--- src/verilog/ebrp_pkg.sv ---
// shared constants and helpers for the external boot reset port and its host
package ebrp_pkg;

  // port register word offsets
  localparam logic [1:0] PORT_DATA_OFS = 2'h0;
  localparam logic [1:0] PORT_EDGE_OFS = 2'h3;
  localparam logic       PORT_RST_VAL  = 1'b0;

  // relative branch word layout
  localparam logic [5:0] BR_OPCODE     = 6'h06;
  localparam int         BR_DISP_LSB   = 6;
  localparam logic [31:0] BR_PC_ADJUST = 32'h0000_0004;

  // host register byte offsets
  localparam logic [7:0] HOST_CTRL_OFS   = 8'h00;
  localparam logic [7:0] HOST_STAT_OFS   = 8'h04;
  localparam logic [7:0] HOST_RADDR_OFS  = 8'h08;
  localparam logic [7:0] HOST_ENTRY_OFS  = 8'h0C;
  localparam logic [7:0] HOST_CADDR_OFS  = 8'h10;
  localparam logic [7:0] HOST_CDATA_OFS  = 8'h14;
  localparam logic [7:0] HOST_IRQST_OFS  = 8'h18;
  localparam logic [7:0] HOST_IRQMSK_OFS = 8'h1C;
  localparam logic [7:0] HOST_BRWORD_OFS = 8'h20;

  // control and event bit positions
  localparam int CTRL_START_BIT   = 0;
  localparam int CTRL_RELEASE_BIT = 1;
  localparam int EV_HELD_BIT      = 0;
  localparam int EV_DONE_BIT      = 1;
  localparam int EV_ERR_BIT       = 2;
  localparam logic [2:0] IRQ_RST_VAL  = 3'h0;
  localparam logic [31:0] WORD_RST_VAL = 32'h0000_0000;

  localparam logic [1:0] AXI_OKAY   = 2'h0;
  localparam logic [1:0] AXI_SLVERR = 2'h2;

  // displacement: entry minus reset address minus one instruction
  function automatic logic [31:0] ebrp_disp(input logic [31:0] reset_addr, input logic [31:0] entry);
    ebrp_disp = entry - reset_addr - BR_PC_ADJUST;
  endfunction : ebrp_disp

  // aligned and within the signed 16-bit field
  function automatic logic ebrp_disp_ok(input logic [31:0] disp);
    ebrp_disp_ok = (disp[1:0] == 2'b00) && ((disp[31:15] == 17'h0_0000) || (disp[31:15] == 17'h1_FFFF));
  endfunction : ebrp_disp_ok

  function automatic logic [31:0] ebrp_branch(input logic [31:0] disp);
    ebrp_branch = {10'h000, disp[15:0], BR_OPCODE};
  endfunction : ebrp_branch

  function automatic logic [31:0] ebrp_strb(input logic [31:0] old, input logic [31:0] wd, input logic [3:0] s);
    ebrp_strb = {s[3] ? wd[31:24] : old[31:24], s[2] ? wd[23:16] : old[23:16],
                 s[1] ? wd[15:8] : old[15:8], s[0] ? wd[7:0] : old[7:0]};
  endfunction : ebrp_strb

endpackage : ebrp_pkg

--- src/verilog/ebrp_bus_if.sv ---
// word-addressed register bus between the boot host and the reset port
`timescale 1ns/1ps
interface ebrp_bus_if;
  logic [1:0]  addr;
  logic        write;
  logic        read;
  logic [31:0] wdata;
  logic [31:0] rdata;
  logic        rvalid;

  modport port_end (
    input  addr,
    input  write,
    input  read,
    input  wdata,
    output rdata,
    output rvalid
  );

  modport host_end (
    output addr,
    output write,
    output read,
    output wdata,
    input  rdata,
    input  rvalid
  );
endinterface : ebrp_bus_if

--- src/verilog/ebrp_host.sv ---
// boot host: drives the reset port through the boot sequence under AXI4-Lite control
// Behaviour
// - writing one raises reset request, zero lowers
// - acknowledge level readable through the data offset
// - acknowledge pulse captured in hardware
// - one bit, synchronous rising-edge capture only
// - rising edge sets capture bit until cleared
// - capture bit readable any time
// - clear capture by writing offset three first
// - then write one to offset zero
// - poll offset three until one, then load
// - image held locally, sections copied, entry kept
// - displacement is entry minus reset minus four
// - displacement must fit sixteen signed bits
// - branch word zeros, displacement, opcode six
// - store branch, then write zero to offset zero
// - core finishes pipeline before entering reset
// - acknowledge repeats while request stays high
//
// Our own choice: the AXI4-Lite interface to the registers.
`timescale 1ns/1ps
module ebrp_host (
  input  wire logic        aclk,
  input  wire logic        aresetn,
  input  wire logic [7:0]  s_axi_awaddr,
  input  wire logic        s_axi_awvalid,
  output wire logic        s_axi_awready,
  input  wire logic [31:0] s_axi_wdata,
  input  wire logic [3:0]  s_axi_wstrb,
  input  wire logic        s_axi_wvalid,
  output wire logic        s_axi_wready,
  output wire logic [1:0]  s_axi_bresp,
  output wire logic        s_axi_bvalid,
  input  wire logic        s_axi_bready,
  input  wire logic [7:0]  s_axi_araddr,
  input  wire logic        s_axi_arvalid,
  output wire logic        s_axi_arready,
  output wire logic [31:0] s_axi_rdata,
  output wire logic [1:0]  s_axi_rresp,
  output wire logic        s_axi_rvalid,
  input  wire logic        s_axi_rready,
  output wire logic        irq,
  ebrp_bus_if.host_end     bus,
  output wire logic [31:0] mem_addr,
  output wire logic [31:0] mem_wdata,
  output wire logic        mem_valid,
  input  wire logic        mem_ready
);

  typedef enum logic [3:0] {
    ST_IDLE    = 4'b0000,
    ST_CLEAR   = 4'b0001,
    ST_REQ     = 4'b0010,
    ST_POLL    = 4'b0011,
    ST_WAIT    = 4'b0100,
    ST_LOADED  = 4'b0101,
    ST_COPY    = 4'b0110,
    ST_BRANCH  = 4'b0111,
    ST_RELEASE = 4'b1000
  } ebrp_state_e;

  ebrp_state_e state_q;
  logic [7:0]  awaddr_q;
  logic        aw_have_q;
  logic [31:0] wdata_q;
  logic [3:0]  wstrb_q;
  logic        w_have_q;
  logic        bvalid_q;
  logic [1:0]  bresp_q;
  logic [31:0] rdata_q;
  logic [1:0]  rresp_q;
  logic        rvalid_q;
  logic [31:0] reset_addr_q;
  logic [31:0] entry_q;
  logic [31:0] copy_addr_q;
  logic [31:0] copy_data_q;
  logic [31:0] mem_addr_q;
  logic [31:0] mem_wdata_q;
  logic [2:0]  irq_st_q;
  logic [2:0]  irq_mask_q;
  logic        done_q;
  logic        wr_fire;
  logic        wr_map;
  logic        start_cmd;
  logic        release_cmd;
  logic        copy_cmd;
  logic [31:0] disp;
  logic        disp_ok;
  logic [2:0]  ev;

  assign disp    = ebrp_pkg::ebrp_disp(reset_addr_q, entry_q);
  assign disp_ok = ebrp_pkg::ebrp_disp_ok(disp);

  ////////////////////////////////////////////////////////////////////////
  // AXI4-Lite write channel: address and data in either order
  assign s_axi_awready = !aw_have_q && !bvalid_q;
  assign s_axi_wready  = !w_have_q && !bvalid_q;
  assign wr_fire       = aw_have_q && w_have_q && !bvalid_q && state_q != ST_COPY;
  assign wr_map        = awaddr_q <= ebrp_pkg::HOST_BRWORD_OFS && awaddr_q[1:0] == 2'b00;

  always_ff @(posedge aclk) begin
    if (!aresetn) begin
      aw_have_q <= 1'b0;
      w_have_q  <= 1'b0;
      awaddr_q  <= 8'h00;
      wdata_q   <= ebrp_pkg::WORD_RST_VAL;
      wstrb_q   <= 4'h0;
      bvalid_q  <= 1'b0;
      bresp_q   <= ebrp_pkg::AXI_OKAY;
    end else begin
      if (s_axi_awvalid && s_axi_awready) begin
        aw_have_q <= 1'b1;
        awaddr_q  <= s_axi_awaddr;
      end
      if (s_axi_wvalid && s_axi_wready) begin
        w_have_q <= 1'b1;
        wdata_q  <= s_axi_wdata;
        wstrb_q  <= s_axi_wstrb;
      end
      if (wr_fire) begin
        aw_have_q <= 1'b0;
        w_have_q  <= 1'b0;
        bvalid_q  <= 1'b1;
        bresp_q   <= wr_map ? ebrp_pkg::AXI_OKAY : ebrp_pkg::AXI_SLVERR;
      end else if (bvalid_q && s_axi_bready) begin
        bvalid_q <= 1'b0;
      end
    end
  end
  assign s_axi_bvalid = bvalid_q;
  assign s_axi_bresp  = bresp_q;

  assign start_cmd   = wr_fire && awaddr_q == ebrp_pkg::HOST_CTRL_OFS && wstrb_q[0]
                       && wdata_q[ebrp_pkg::CTRL_START_BIT];
  assign release_cmd = wr_fire && awaddr_q == ebrp_pkg::HOST_CTRL_OFS && wstrb_q[0]
                       && wdata_q[ebrp_pkg::CTRL_RELEASE_BIT];
  assign copy_cmd    = wr_fire && awaddr_q == ebrp_pkg::HOST_CDATA_OFS;

  ////////////////////////////////////////////////////////////////////////
  // software registers
  always_ff @(posedge aclk) begin
    if (!aresetn) begin
      reset_addr_q <= ebrp_pkg::WORD_RST_VAL;
      entry_q      <= ebrp_pkg::WORD_RST_VAL;
      copy_addr_q  <= ebrp_pkg::WORD_RST_VAL;
      copy_data_q  <= ebrp_pkg::WORD_RST_VAL;
      irq_mask_q   <= ebrp_pkg::IRQ_RST_VAL;
    end else if (wr_fire) begin
      case (awaddr_q)
        ebrp_pkg::HOST_RADDR_OFS:  reset_addr_q <= ebrp_pkg::ebrp_strb(reset_addr_q, wdata_q, wstrb_q);
        ebrp_pkg::HOST_ENTRY_OFS:  entry_q <= ebrp_pkg::ebrp_strb(entry_q, wdata_q, wstrb_q);
        ebrp_pkg::HOST_CADDR_OFS:  copy_addr_q <= ebrp_pkg::ebrp_strb(copy_addr_q, wdata_q, wstrb_q);
        ebrp_pkg::HOST_CDATA_OFS:  copy_data_q <= ebrp_pkg::ebrp_strb(copy_data_q, wdata_q, wstrb_q);
        ebrp_pkg::HOST_IRQMSK_OFS: irq_mask_q <= wstrb_q[0] ? wdata_q[2:0] : irq_mask_q;
        default: irq_mask_q <= irq_mask_q;
      endcase
    end
  end

  ////////////////////////////////////////////////////////////////////////
  // boot sequencer
  always_ff @(posedge aclk) begin
    if (!aresetn) begin
      state_q     <= ST_IDLE;
      mem_addr_q  <= ebrp_pkg::WORD_RST_VAL;
      mem_wdata_q <= ebrp_pkg::WORD_RST_VAL;
      done_q      <= 1'b0;
    end else begin
      case (state_q)
        ST_IDLE: begin
          if (start_cmd) begin
            done_q  <= 1'b0;
            state_q <= ST_CLEAR;
          end
        end
        ST_CLEAR: state_q <= ST_REQ;
        ST_REQ:   state_q <= ST_POLL;
        ST_POLL:  state_q <= ST_WAIT;
        ST_WAIT: begin
          if (bus.rvalid) begin
            state_q <= bus.rdata[0] ? ST_LOADED : ST_POLL;
          end
        end
        ST_LOADED: begin
          if (copy_cmd) begin
            mem_addr_q  <= copy_addr_q;
            mem_wdata_q <= ebrp_pkg::ebrp_strb(copy_data_q, wdata_q, wstrb_q);
            state_q     <= ST_COPY;
          end else if (release_cmd && disp_ok) begin
            mem_addr_q  <= reset_addr_q;
            mem_wdata_q <= ebrp_pkg::ebrp_branch(disp);
            state_q     <= ST_BRANCH;
          end
        end
        ST_COPY: begin
          if (mem_ready) begin
            state_q <= ST_LOADED;
          end
        end
        ST_BRANCH: begin
          if (mem_ready) begin
            state_q <= ST_RELEASE;
          end
        end
        ST_RELEASE: begin
          done_q  <= 1'b1;
          state_q <= ST_IDLE;
        end
        default: state_q <= ST_IDLE;
      endcase
    end
  end

  ////////////////////////////////////////////////////////////////////////
  // port bus strobes decoded from the sequencer state
  always_comb begin
    bus.addr  = ebrp_pkg::PORT_DATA_OFS;
    bus.write = 1'b0;
    bus.read  = 1'b0;
    bus.wdata = ebrp_pkg::WORD_RST_VAL;
    case (state_q)
      ST_CLEAR: begin
        bus.addr  = ebrp_pkg::PORT_EDGE_OFS;
        bus.write = 1'b1;
      end
      ST_REQ: begin
        bus.write = 1'b1;
        bus.wdata = 32'h0000_0001;
      end
      ST_POLL: begin
        bus.addr = ebrp_pkg::PORT_EDGE_OFS;
        bus.read = 1'b1;
      end
      ST_RELEASE: begin
        bus.write = 1'b1;
      end
      default: bus.read = 1'b0;
    endcase
  end

  assign mem_valid = state_q == ST_COPY || state_q == ST_BRANCH;
  assign mem_addr  = mem_addr_q;
  assign mem_wdata = mem_wdata_q;

  ////////////////////////////////////////////////////////////////////////
  // sticky events, write one to clear, set wins
  assign ev[ebrp_pkg::EV_HELD_BIT] = state_q == ST_WAIT && bus.rvalid && bus.rdata[0];
  assign ev[ebrp_pkg::EV_DONE_BIT] = state_q == ST_RELEASE;
  assign ev[ebrp_pkg::EV_ERR_BIT]  = (release_cmd && state_q == ST_LOADED && !copy_cmd && !disp_ok)
                                     || (release_cmd && state_q != ST_LOADED)
                                     || (copy_cmd && state_q != ST_LOADED);

  always_ff @(posedge aclk) begin
    if (!aresetn) begin
      irq_st_q <= ebrp_pkg::IRQ_RST_VAL;
    end else if (wr_fire && awaddr_q == ebrp_pkg::HOST_IRQST_OFS && wstrb_q[0]) begin
      irq_st_q <= (irq_st_q & ~wdata_q[2:0]) | ev;
    end else begin
      irq_st_q <= irq_st_q | ev;
    end
  end
  assign irq = |(irq_st_q & irq_mask_q);

  ////////////////////////////////////////////////////////////////////////
  // AXI4-Lite read channel
  assign s_axi_arready = !rvalid_q;

  always_ff @(posedge aclk) begin
    if (!aresetn) begin
      rvalid_q <= 1'b0;
      rdata_q  <= ebrp_pkg::WORD_RST_VAL;
      rresp_q  <= ebrp_pkg::AXI_OKAY;
    end else if (s_axi_arvalid && s_axi_arready) begin
      rvalid_q <= 1'b1;
      rresp_q  <= ebrp_pkg::AXI_OKAY;
      case (s_axi_araddr)
        ebrp_pkg::HOST_CTRL_OFS:   rdata_q <= ebrp_pkg::WORD_RST_VAL;
        ebrp_pkg::HOST_STAT_OFS:   rdata_q <= {24'h00_0000, !disp_ok, done_q, state_q == ST_LOADED,
                                               state_q != ST_IDLE, state_q};
        ebrp_pkg::HOST_RADDR_OFS:  rdata_q <= reset_addr_q;
        ebrp_pkg::HOST_ENTRY_OFS:  rdata_q <= entry_q;
        ebrp_pkg::HOST_CADDR_OFS:  rdata_q <= copy_addr_q;
        ebrp_pkg::HOST_CDATA_OFS:  rdata_q <= copy_data_q;
        ebrp_pkg::HOST_IRQST_OFS:  rdata_q <= {29'h0000_0000, irq_st_q};
        ebrp_pkg::HOST_IRQMSK_OFS: rdata_q <= {29'h0000_0000, irq_mask_q};
        ebrp_pkg::HOST_BRWORD_OFS: rdata_q <= ebrp_pkg::ebrp_branch(disp);
        default: begin
          rdata_q <= ebrp_pkg::WORD_RST_VAL;
          rresp_q <= ebrp_pkg::AXI_SLVERR;
        end
      endcase
    end else if (rvalid_q && s_axi_rready) begin
      rvalid_q <= 1'b0;
    end
  end
  assign s_axi_rvalid = rvalid_q;
  assign s_axi_rdata  = rdata_q;
  assign s_axi_rresp  = rresp_q;

endmodule : ebrp_host

--- src/flat_wrapper.sv ---
// flat-port wrapper written by rule: the top's interface ports become plain ports
module ebrp_host_flat 
  (aclk, aresetn, s_axi_awaddr, s_axi_awvalid, s_axi_awready, s_axi_wdata, s_axi_wstrb, s_axi_wvalid, s_axi_wready, s_axi_bresp, s_axi_bvalid, s_axi_bready, s_axi_araddr, s_axi_arvalid, s_axi_arready, s_axi_rdata, s_axi_rresp, s_axi_rvalid, s_axi_rready, irq, mem_addr, mem_wdata, mem_valid, mem_ready, bus_addr, bus_write, bus_read, bus_wdata, bus_rdata, bus_rvalid);
  ebrp_bus_if bus_i ();
  input  wire logic aclk;
  input  wire logic aresetn;
  input  wire logic [7:0] s_axi_awaddr;
  input  wire logic s_axi_awvalid;
  output wire logic s_axi_awready;
  input  wire logic [31:0] s_axi_wdata;
  input  wire logic [3:0] s_axi_wstrb;
  input  wire logic s_axi_wvalid;
  output wire logic s_axi_wready;
  output wire logic [1:0] s_axi_bresp;
  output wire logic s_axi_bvalid;
  input  wire logic s_axi_bready;
  input  wire logic [7:0] s_axi_araddr;
  input  wire logic s_axi_arvalid;
  output wire logic s_axi_arready;
  output wire logic [31:0] s_axi_rdata;
  output wire logic [1:0] s_axi_rresp;
  output wire logic s_axi_rvalid;
  input  wire logic s_axi_rready;
  output wire logic irq;
  output wire logic [31:0] mem_addr;
  output wire logic [31:0] mem_wdata;
  output wire logic mem_valid;
  input  wire logic mem_ready;
  output wire logic [$bits(bus_i.addr)-1:0] bus_addr;
  output wire logic [$bits(bus_i.write)-1:0] bus_write;
  output wire logic [$bits(bus_i.read)-1:0] bus_read;
  output wire logic [$bits(bus_i.wdata)-1:0] bus_wdata;
  input wire logic [$bits(bus_i.rdata)-1:0] bus_rdata;
  input wire logic [$bits(bus_i.rvalid)-1:0] bus_rvalid;
  assign bus_addr = bus_i.addr;
  assign bus_write = bus_i.write;
  assign bus_read = bus_i.read;
  assign bus_wdata = bus_i.wdata;
  assign bus_i.rdata = bus_rdata;
  assign bus_i.rvalid = bus_rvalid;
  ebrp_host u_core (.aclk(aclk), .aresetn(aresetn), .s_axi_awaddr(s_axi_awaddr), .s_axi_awvalid(s_axi_awvalid), .s_axi_awready(s_axi_awready), .s_axi_wdata(s_axi_wdata), .s_axi_wstrb(s_axi_wstrb), .s_axi_wvalid(s_axi_wvalid), .s_axi_wready(s_axi_wready), .s_axi_bresp(s_axi_bresp), .s_axi_bvalid(s_axi_bvalid), .s_axi_bready(s_axi_bready), .s_axi_araddr(s_axi_araddr), .s_axi_arvalid(s_axi_arvalid), .s_axi_arready(s_axi_arready), .s_axi_rdata(s_axi_rdata), .s_axi_rresp(s_axi_rresp), .s_axi_rvalid(s_axi_rvalid), .s_axi_rready(s_axi_rready), .irq(irq), .bus(bus_i), .mem_addr(mem_addr), .mem_wdata(mem_wdata), .mem_valid(mem_valid), .mem_ready(mem_ready));
endmodule
--- config.mk ---
export PLATFORM = sky130hd
export DESIGN_NAME = ebrp_host_flat
export DESIGN_NICKNAME = d
export VERILOG_FILES = /design/src/verilog/ebrp_pkg.sv /design/src/verilog/ebrp_bus_if.sv /design/src/verilog/ebrp_host.sv /design/src/flat_wrapper.sv
export SDC_FILE = /design/constraint.sdc
export NUM_CORES = 1
export LEC_CHECK = 0
export BUFFER_PORTS_ARGS = -buffer_cell sky130_fd_sc_hd__buf_2
export CAP_MARGIN = 20
export CORE_UTILIZATION = 50
export DETAILED_ROUTE_END_ITERATION = 10
export MAX_ROUTING_LAYER = met4
export PLACE_DENSITY_LB_ADDON = 0.25
export SLEW_MARGIN = 10
export SYNTH_ARGS = -nofsm -noshare
export SYNTH_HDL_FRONTEND = slang
export SYNTH_SLANG_ARGS = --single-unit
--- constraint.sdc ---
create_clock -name aclk -period 3.44 [get_ports aclk]
set_input_delay 0.688 -clock aclk [delete_from_list [all_inputs] [get_ports aclk]]
set_output_delay 0.688 -clock aclk [all_outputs]
set_load 0.1 [all_outputs]
# Word level (Yosys, flattened, before mapping)

Cells that the tools add are included.

Flip-flop bits (word level): 287
Output and inout bits: 143
Input port bits: 93
Word-level logic and storage cells: 168

Reduce and logical (&&, ||, !) cells: 70
Eq/ne operators: 30
Order comparisons: 1
Muxes and demuxes: 30
Bitwise operators: 6
Add/subtract/negate cells: 2

Operators by type and width:

| kind                  | number |
|---|---|
| $pmux 32 s8           | 1 |
| $mux 32               | 4 |
| $eq 8x5->1 const B    | 8 |
| $reduce_and 3->1      | 13 |
| $eq 8x4->1 const B    | 4 |
| $mux 8                | 4 |
| $pmux 4 s8            | 1 |
| $sub 32x3->32 const B | 1 |
| $sub 32x32->32        | 1 |
| $logic_and 1x1->1     | 27 |
| $mux 4                | 6 |
| $eq 17x17->1 const B  | 1 |
| $logic_not 17->1      | 1 |
| $eq 4x3->1 const B    | 4 |
| $logic_not 8->1       | 2 |
| $reduce_or 9->1       | 1 |
| $eq 4x2->1 const B    | 2 |
| $eq 8x3->1 const B    | 1 |
| $eq 8x6->1 const B    | 1 |
| $le 8x6->1 const B    | 1 |
| $mux 1                | 8 |
| $ne 4x3->1 const B    | 2 |
| $reduce_bool 2->1     | 4 |
| $and 3x3->3           | 2 |
| 20 further kinds      | 39 |

# Longest topological paths before layout

Depth in word-level cells: 13
Mapped depth: 17
Depth with buffers taken out: 15

# Worst setup path after synthesis

OpenSTA, ideal clock, no wires.

Kind: flip-flop to flip-flop
Start point: register u_core.reset_addr_q[1]
End point: register u_core.mem_addr_q[0] (netlist: u_core.mem_addr[0])
Required time: 3.368 ns
Cell stages (with the launch flop): 17
Buffers on the path: 2
Arrival: 3.602 ns
Slack: -0.234 ns
Cell sequence: dfxtp_1 > inv_1 > ha_1 > ha_1 > fa_1 > a211oi_2 > o21ai_1 > nand2_1 > a21oi_1 > or3_1 > a211o_1 > nor4_2 > nand3_1 > o311ai_2 > buf_8 > buf_12 > mux2i_1

Longest elaborated chain between the ends: 8
Elaborated cells between the ends (all ways): 10
Those cells by class: 2 x add/sub; 1 x eq/ne; 7 x reduce/logical

RTL lines:

| item                                             | RTL line         | text |
|---|---|---|
| start, declared                                  | ebrp_host.sv:73  | `logic [31:0] reset_addr_q;` |
| start signal, assigned                           | ebrp_host.sv:143 | `reset_addr_q <= ebrp_pkg::WORD_RST_VAL;` |
| start signal, assigned                           | ebrp_host.sv:150 | `ebrp_pkg::HOST_RADDR_OFS: reset_addr_q <= ebrp_pkg::ebrp_strb(reset_addr_q, wdata_q, wstrb_q);` |
| $sub 32x32->32 (*)                               | ebrp_pkg.sv:39   | `ebrp_disp = entry - reset_addr - BR_PC_ADJUST;` |
| $sub 32x3->32 (*)                                | ebrp_pkg.sv:39   |  |
| $eq 17x17->1 or $logic_not 17->1 (tied branches) | ebrp_pkg.sv:44   | `ebrp_disp_ok = (disp[1:0] == 2'b00) && ((disp[31:15] == 17'h0_0000) \|\| (disp[31:15] == 17'h1_FFFF));` |
| $logic_or 1x1->1                                 | ebrp_pkg.sv:44   |  |
| $logic_and 1x1->1 (*)                            | ebrp_pkg.sv:44   |  |
| $logic_and 1x1->1 (*)                            | ebrp_host.sv:189 | `end else if (release_cmd && disp_ok) begin` |
| $reduce_bool 2->1 (no source line) (*)           | -                |  |
| $reduce_and 2->1 (no source line) (*)            | -                |  |
| end signal, assigned                             | ebrp_host.sv:165 | `mem_addr_q <= ebrp_pkg::WORD_RST_VAL;` |
| end signal, assigned                             | ebrp_host.sv:186 | `mem_addr_q <= copy_addr_q;` |
| end signal, assigned                             | ebrp_host.sv:190 | `mem_addr_q <= reset_addr_q;` |
| end, declared                                    | ebrp_host.sv:77  | `logic [31:0] mem_addr_q;` |

Mark *: on every way between the ends. The rest lies on a longest branch, timed or not.
A chain may end at the register's enable or synchronous reset.

# Worst setup path in the final report

Start point: register u_core.reset_addr_q[1]
End point: register u_core.mem_wdata_q[16] (netlist: u_core.mem_wdata[16])

Longest elaborated chain between the ends: 8
Elaborated cells between the ends (all ways): 12
Those cells by class: 2 x add/sub; 1 x eq/ne; 2 x mux; 7 x reduce/logical

RTL lines:

| item                                             | RTL line         | text |
|---|---|---|
| $sub 32x32->32 (*)                               | ebrp_pkg.sv:39   |  |
| $sub 32x3->32 (*)                                | ebrp_pkg.sv:39   |  |
| $eq 17x17->1 or $logic_not 17->1 (tied branches) | ebrp_pkg.sv:44   |  |
| $logic_or 1x1->1                                 | ebrp_pkg.sv:44   |  |
| $logic_and 1x1->1                                | ebrp_pkg.sv:44   |  |
| $logic_and 1x1->1                                | ebrp_host.sv:189 |  |
| $reduce_bool 2->1 (no source line)               | -                |  |
| $reduce_and 2->1 (no source line)                | -                |  |
| end signal, assigned                             | ebrp_host.sv:166 | `mem_wdata_q <= ebrp_pkg::WORD_RST_VAL;` |
| end signal, assigned                             | ebrp_host.sv:187 | `mem_wdata_q <= ebrp_pkg::ebrp_strb(copy_data_q, wdata_q, wstrb_q);` |
| end signal, assigned                             | ebrp_host.sv:191 | `mem_wdata_q <= ebrp_pkg::ebrp_branch(disp);` |
| end, declared                                    | ebrp_host.sv:78  | `logic [31:0] mem_wdata_q;` |

Mark *: on every way between the ends. The rest lies on a longest branch, timed or not. The select of a mux whose other input is x is not followed.

==> metrics.md <==
| Metric | Value |
|---|---|
| Status | `finished, violations left` |
| Failing checks | `design-rule violations, negative setup slack` |
| Clk sink count | `285` |
| Post-synthesis adder-cell area fraction | `4.888%` |
| Yosys Warn Count | `0` |
| Global-route wire length before repair | `80,140 µm` |
| Least-Margin Pin Slew | `751.6 ps` |
| Initial DRC count | `1,682` |
| CTS tree | `yes` |
| Tot GR Track Use | `31.36%` |
| Fin crit period | `3813 ps` |
| Reg2reg path depth | `17` |
| Period utilization | `110.8%` |
| FMAX | `0.2622 GHz` |
| Library cells used by synthesis | `73` |
| Final WS setup | `-373.2 ps` |
| Area of the multi-input gates | `9704 µm²` |
| RSZ-0062 raised after global routing | `true` |
| Fillers | `2,735` |
| Initial core utilization | `50.78%` |
| Die Y | `181.0 µm` |
| Crit path DAT | `4240 ps` |
| CTS max path bufs | `3` |
| Largest family of logic cells by synthesized area | `simple AND/OR/NAND/NOR gates` |
| Largest net degree at the start of global routing | `119` |
| Gpl congestion | `0.9043` |
| Reg area | `5720 µm²` |
| Slowest CP cell | `or4b_4` |
| Drt drc | `2` |
| Reg2reg end | `u_core.mem_wdata[16]$_SDFFE_PN0P_` |
| Synth Area in Compound Gates | `19.95%` |
| Hold Path Origin | `s_axi_wdata[7]` |
| Post-synth EDFFs | `0` |
| Worst VDD drop | `322.5 µV` |
| Critical Path Sink | `u_core.mem_wdata[16]$_SDFFE_PN0P_` |
| CP Cell Sequence | `inv_2, ha_4, ha_4, fa_2, a211oi_4, o211ai_1, nand2_4, a2111oi_4, o2111a_1, or4b_4, a31oi_1, nand4_1, o311ai_4, buf_6, buf_12, buf_12, mux2i_1` |
| Vias per inst | `5.760` |
| Async set-reset flop share out of synthesis | `0%` |
| Crit start category | `register` |
| Cell area after layout | `20,250 µm²` |
| Chip Width | `181.0 µm` |
| Layout cell share with drive strength beyond 1 | `24.61%` |
| Simple-gate share of the synthesized area | `23.35%` |
| Non-Filler Instances | `2,759` |
| Dpl cell area | `18,210 µm²` |
| Final net count | `2,488` |
| Placed cells | `2,669` |
| Detailed placement HPWL | `35,450 µm` |
| Max-cap viol count | `0` |
| Crit-path max cell delay | `500 ps` |
| Commonest non-fill, non-tap cell in the layout | `nand2_1` |
| WL/cell | `18.67 µm` |
| TritonCTS buffer count | `34` |
| Die area | `32,770 µm²` |
| Register area share after synthesis | `35.61%` |
| Number of diodes | `0` |
| Most common flop cell mapped by yosys | `dfxtp_1` |
| Synthesized cell area | `16,020 µm²` |
| Worst slew margin | `49.90%` |
| CTS Hold Bufs | `0` |
| Final Max Slew Viols | `0` |
| Post-synthesis mux area share | `6.707%` |
| Clock Skews | `16.21 ps` |
| WP data required | `3870 ps` |
| Post-route ant nets | `0` |
| Beginning of the critical path | `u_core.reset_addr_q[1]$_SDFFE_PN0P_` |
| Mapped Cells | `2,053` |
| Core Area | `31,560 µm²` |
| CP Max Fanout | `6` |
| Mapped Avg Cell Area | `7.805 µm²` |
| Vias in the first global route | `14,960` |
| 1st-pass router iterations | `11` |
| Total Neg Setup Slack | `-18,690 ps` |
| Synth Register Bits | `285` |
| Final setup viols | `67` |
| Initial antenna violation count | `0` |
| Most frequent cells in the layout | `513 x nand2_1, 273 x dfxtp_1, 195 x buf_4` |
| XOR/XNOR Fraction of Synth Area | `1.421%` |
| PortBufs | `171` |
| Leakage | `0.008421 µW` |
| # rows | `65` |
| Kind of critical path | `register to register` |
| CP Capture Type | `register` |
| Area delta synth->final | `26.38%` |
| Clock Latency Late Sink | `510 ps` |
| Pwr/cell area | `383.0 nW/µm²` |
| Final WL | `51,510 µm` |
| Clock transition at the registers of the reported paths | `60 ps` |
| Vias | `15,890` |
| # IOs | `236` |
| GRT overflow | `0` |
| R2R setup slack | `-370 ps` |
| H-tree depth | `2` |
| Root buffer cell | `clkbuf_16` |
| Hold Violations, Final | `0` |
| Min-Delay Path Class | `input port to register` |
| FF-to-FF Start | `u_core.reset_addr_q[1]$_SDFFE_PN0P_` |
## report_power, final
group          total (µW)  switching (µW)  internal [µW]
combinational         619             471            148
clock                3720            1440           2280
sequential           3410            69.2           3340
total                7760            1980           5770
## critical path: cells and delay by family (launching register included)
kind | cells | cell delay [ps]
AO/OA/AOI/OAI | 6 | 1130
AND/OR/NAND/NOR | 3 | 800
adder cells (fa/ha/maj) | 3 | 750
buffers and inverters | 4 | 510
flip-flops | 1 | 340
multiplexers | 1 | 200
## cell families after synthesis
group                      count (synthesis)
and+or+nand+nor                          846
buffers and inverters                    280
DFF                                      285
xor gates and xnor gates                  26
other                                      1
adders and majority gates                 62
AOI/OAI and AO/OA                        450
muxes                                    103
## per-layer routing
metal | vias to the layer above | share of wire (%) | track usage [%]
met1 | 7566 | 45 | 42.51
met3 | 95 | 7.5 | 4.354
met4 | 0 | 2.5 | 8.780
li1 | 7559 | - | -
met2 | 673 | 45 | 48.68
met5 | - | 0 | -
## synthesized netlist by cell type (9+ instances only)
library cell	instances	area (µm²)
and2_1	18	112.6
inv_1	105	394.1
nand4_1	14	87.58
o21ai_1	26	130.1
a21oi_1	70	350.3
a222oi_1	31	310.3
a21boi_0	170	1276
ha_1	61	763.2
a31oi_1	15	93.84
dfxtp_1	285	5705
nor2b_1	40	250.2
nor3_1	17	85.08
buf_4	35	262.8
o21ai_0	44	220.2
mux2i_1	68	680.7
clkbuf_1	119	446.7
a22oi_1	15	112.6
nor2_1	40	150.1
mux2_2	35	394.1
nand3_1	151	755.7
nand2b_1	10	62.56
nand2_1	517	1941
buf_2	13	65.06
xor2_1	9	78.83
o211ai_1	21	157.7
xnor2_1	17	148.9
## per-stage QoR
stage	total power, µW	setup slack, ps	hold WS, ps	utilization [%]
after floorplan	3949	-40.89	439.1	-
final	7756	-373.2	420.6	64.18
after global routing	7966	-527.2	438.3	64.18
after global placement	4077	-377.8	435.1	57.63
after detailed placement	4089	-443.6	438.0	57.72
after CTS	7770	-324.4	417.9	63.05
## flip-flops by register name, summed over array words and instances (netlist names)
signal	flops
u_core.s_axi_rdata	32
u_core.s_axi_rvalid	1
u_core.wdata_q	32
u_core.copy_addr_q	32
u_core.irq_mask_q	3
u_core.s_axi_rresp	1
u_core.entry_q	32
u_core.awaddr_q	8
u_core.copy_data_q	32
u_core.s_axi_bresp	1
u_core.irq_st_q	3
u_core.done_q	1
u_core.reset_addr_q	32
u_core.mem_addr	32
u_core.s_axi_bvalid	1
u_core.mem_wdata	32
u_core.aw_have_q	1
u_core.wstrb_q	4
u_core.w_have_q	1
u_core.state_q	4
## how the worst min path moves through the flow
stage	to	slack, ps	cells after the start
after floorplan	u_core.awaddr_q[6]$_SDFFE_PN0P_	440	2
after global placement	u_core.mem_wdata[3]$_SDFFE_PN0P_	440	2
after detailed placement	u_core.mem_wdata[25]$_SDFFE_PN0P_	440	2
after CTS	u_core.wstrb_q[1]$_SDFFE_PN0P_	420	3
after global routing	u_core.wdata_q[7]$_SDFFE_PN0P_	440	3
final	u_core.wdata_q[7]$_SDFFE_PN0P_	420	3
## area by class of cell
cell class,count,area share (%)
multi-input cells,1520,47.92
flip-flops and latches,285,28.25
inverters,105,1.946
repair buffers,387,13.68
clock inverters,12,0.7105
clock buffers,48,5.010
well taps,402,2.484
## what timing repair did
item	4_1_cts	5_1_grt
setup buffers	18	8
pin swaps	30	43
endpoints found under the setup margin	67	67
gates resized for setup	50	61
cloned	6	0
Power figures use the tool's default switching activity.
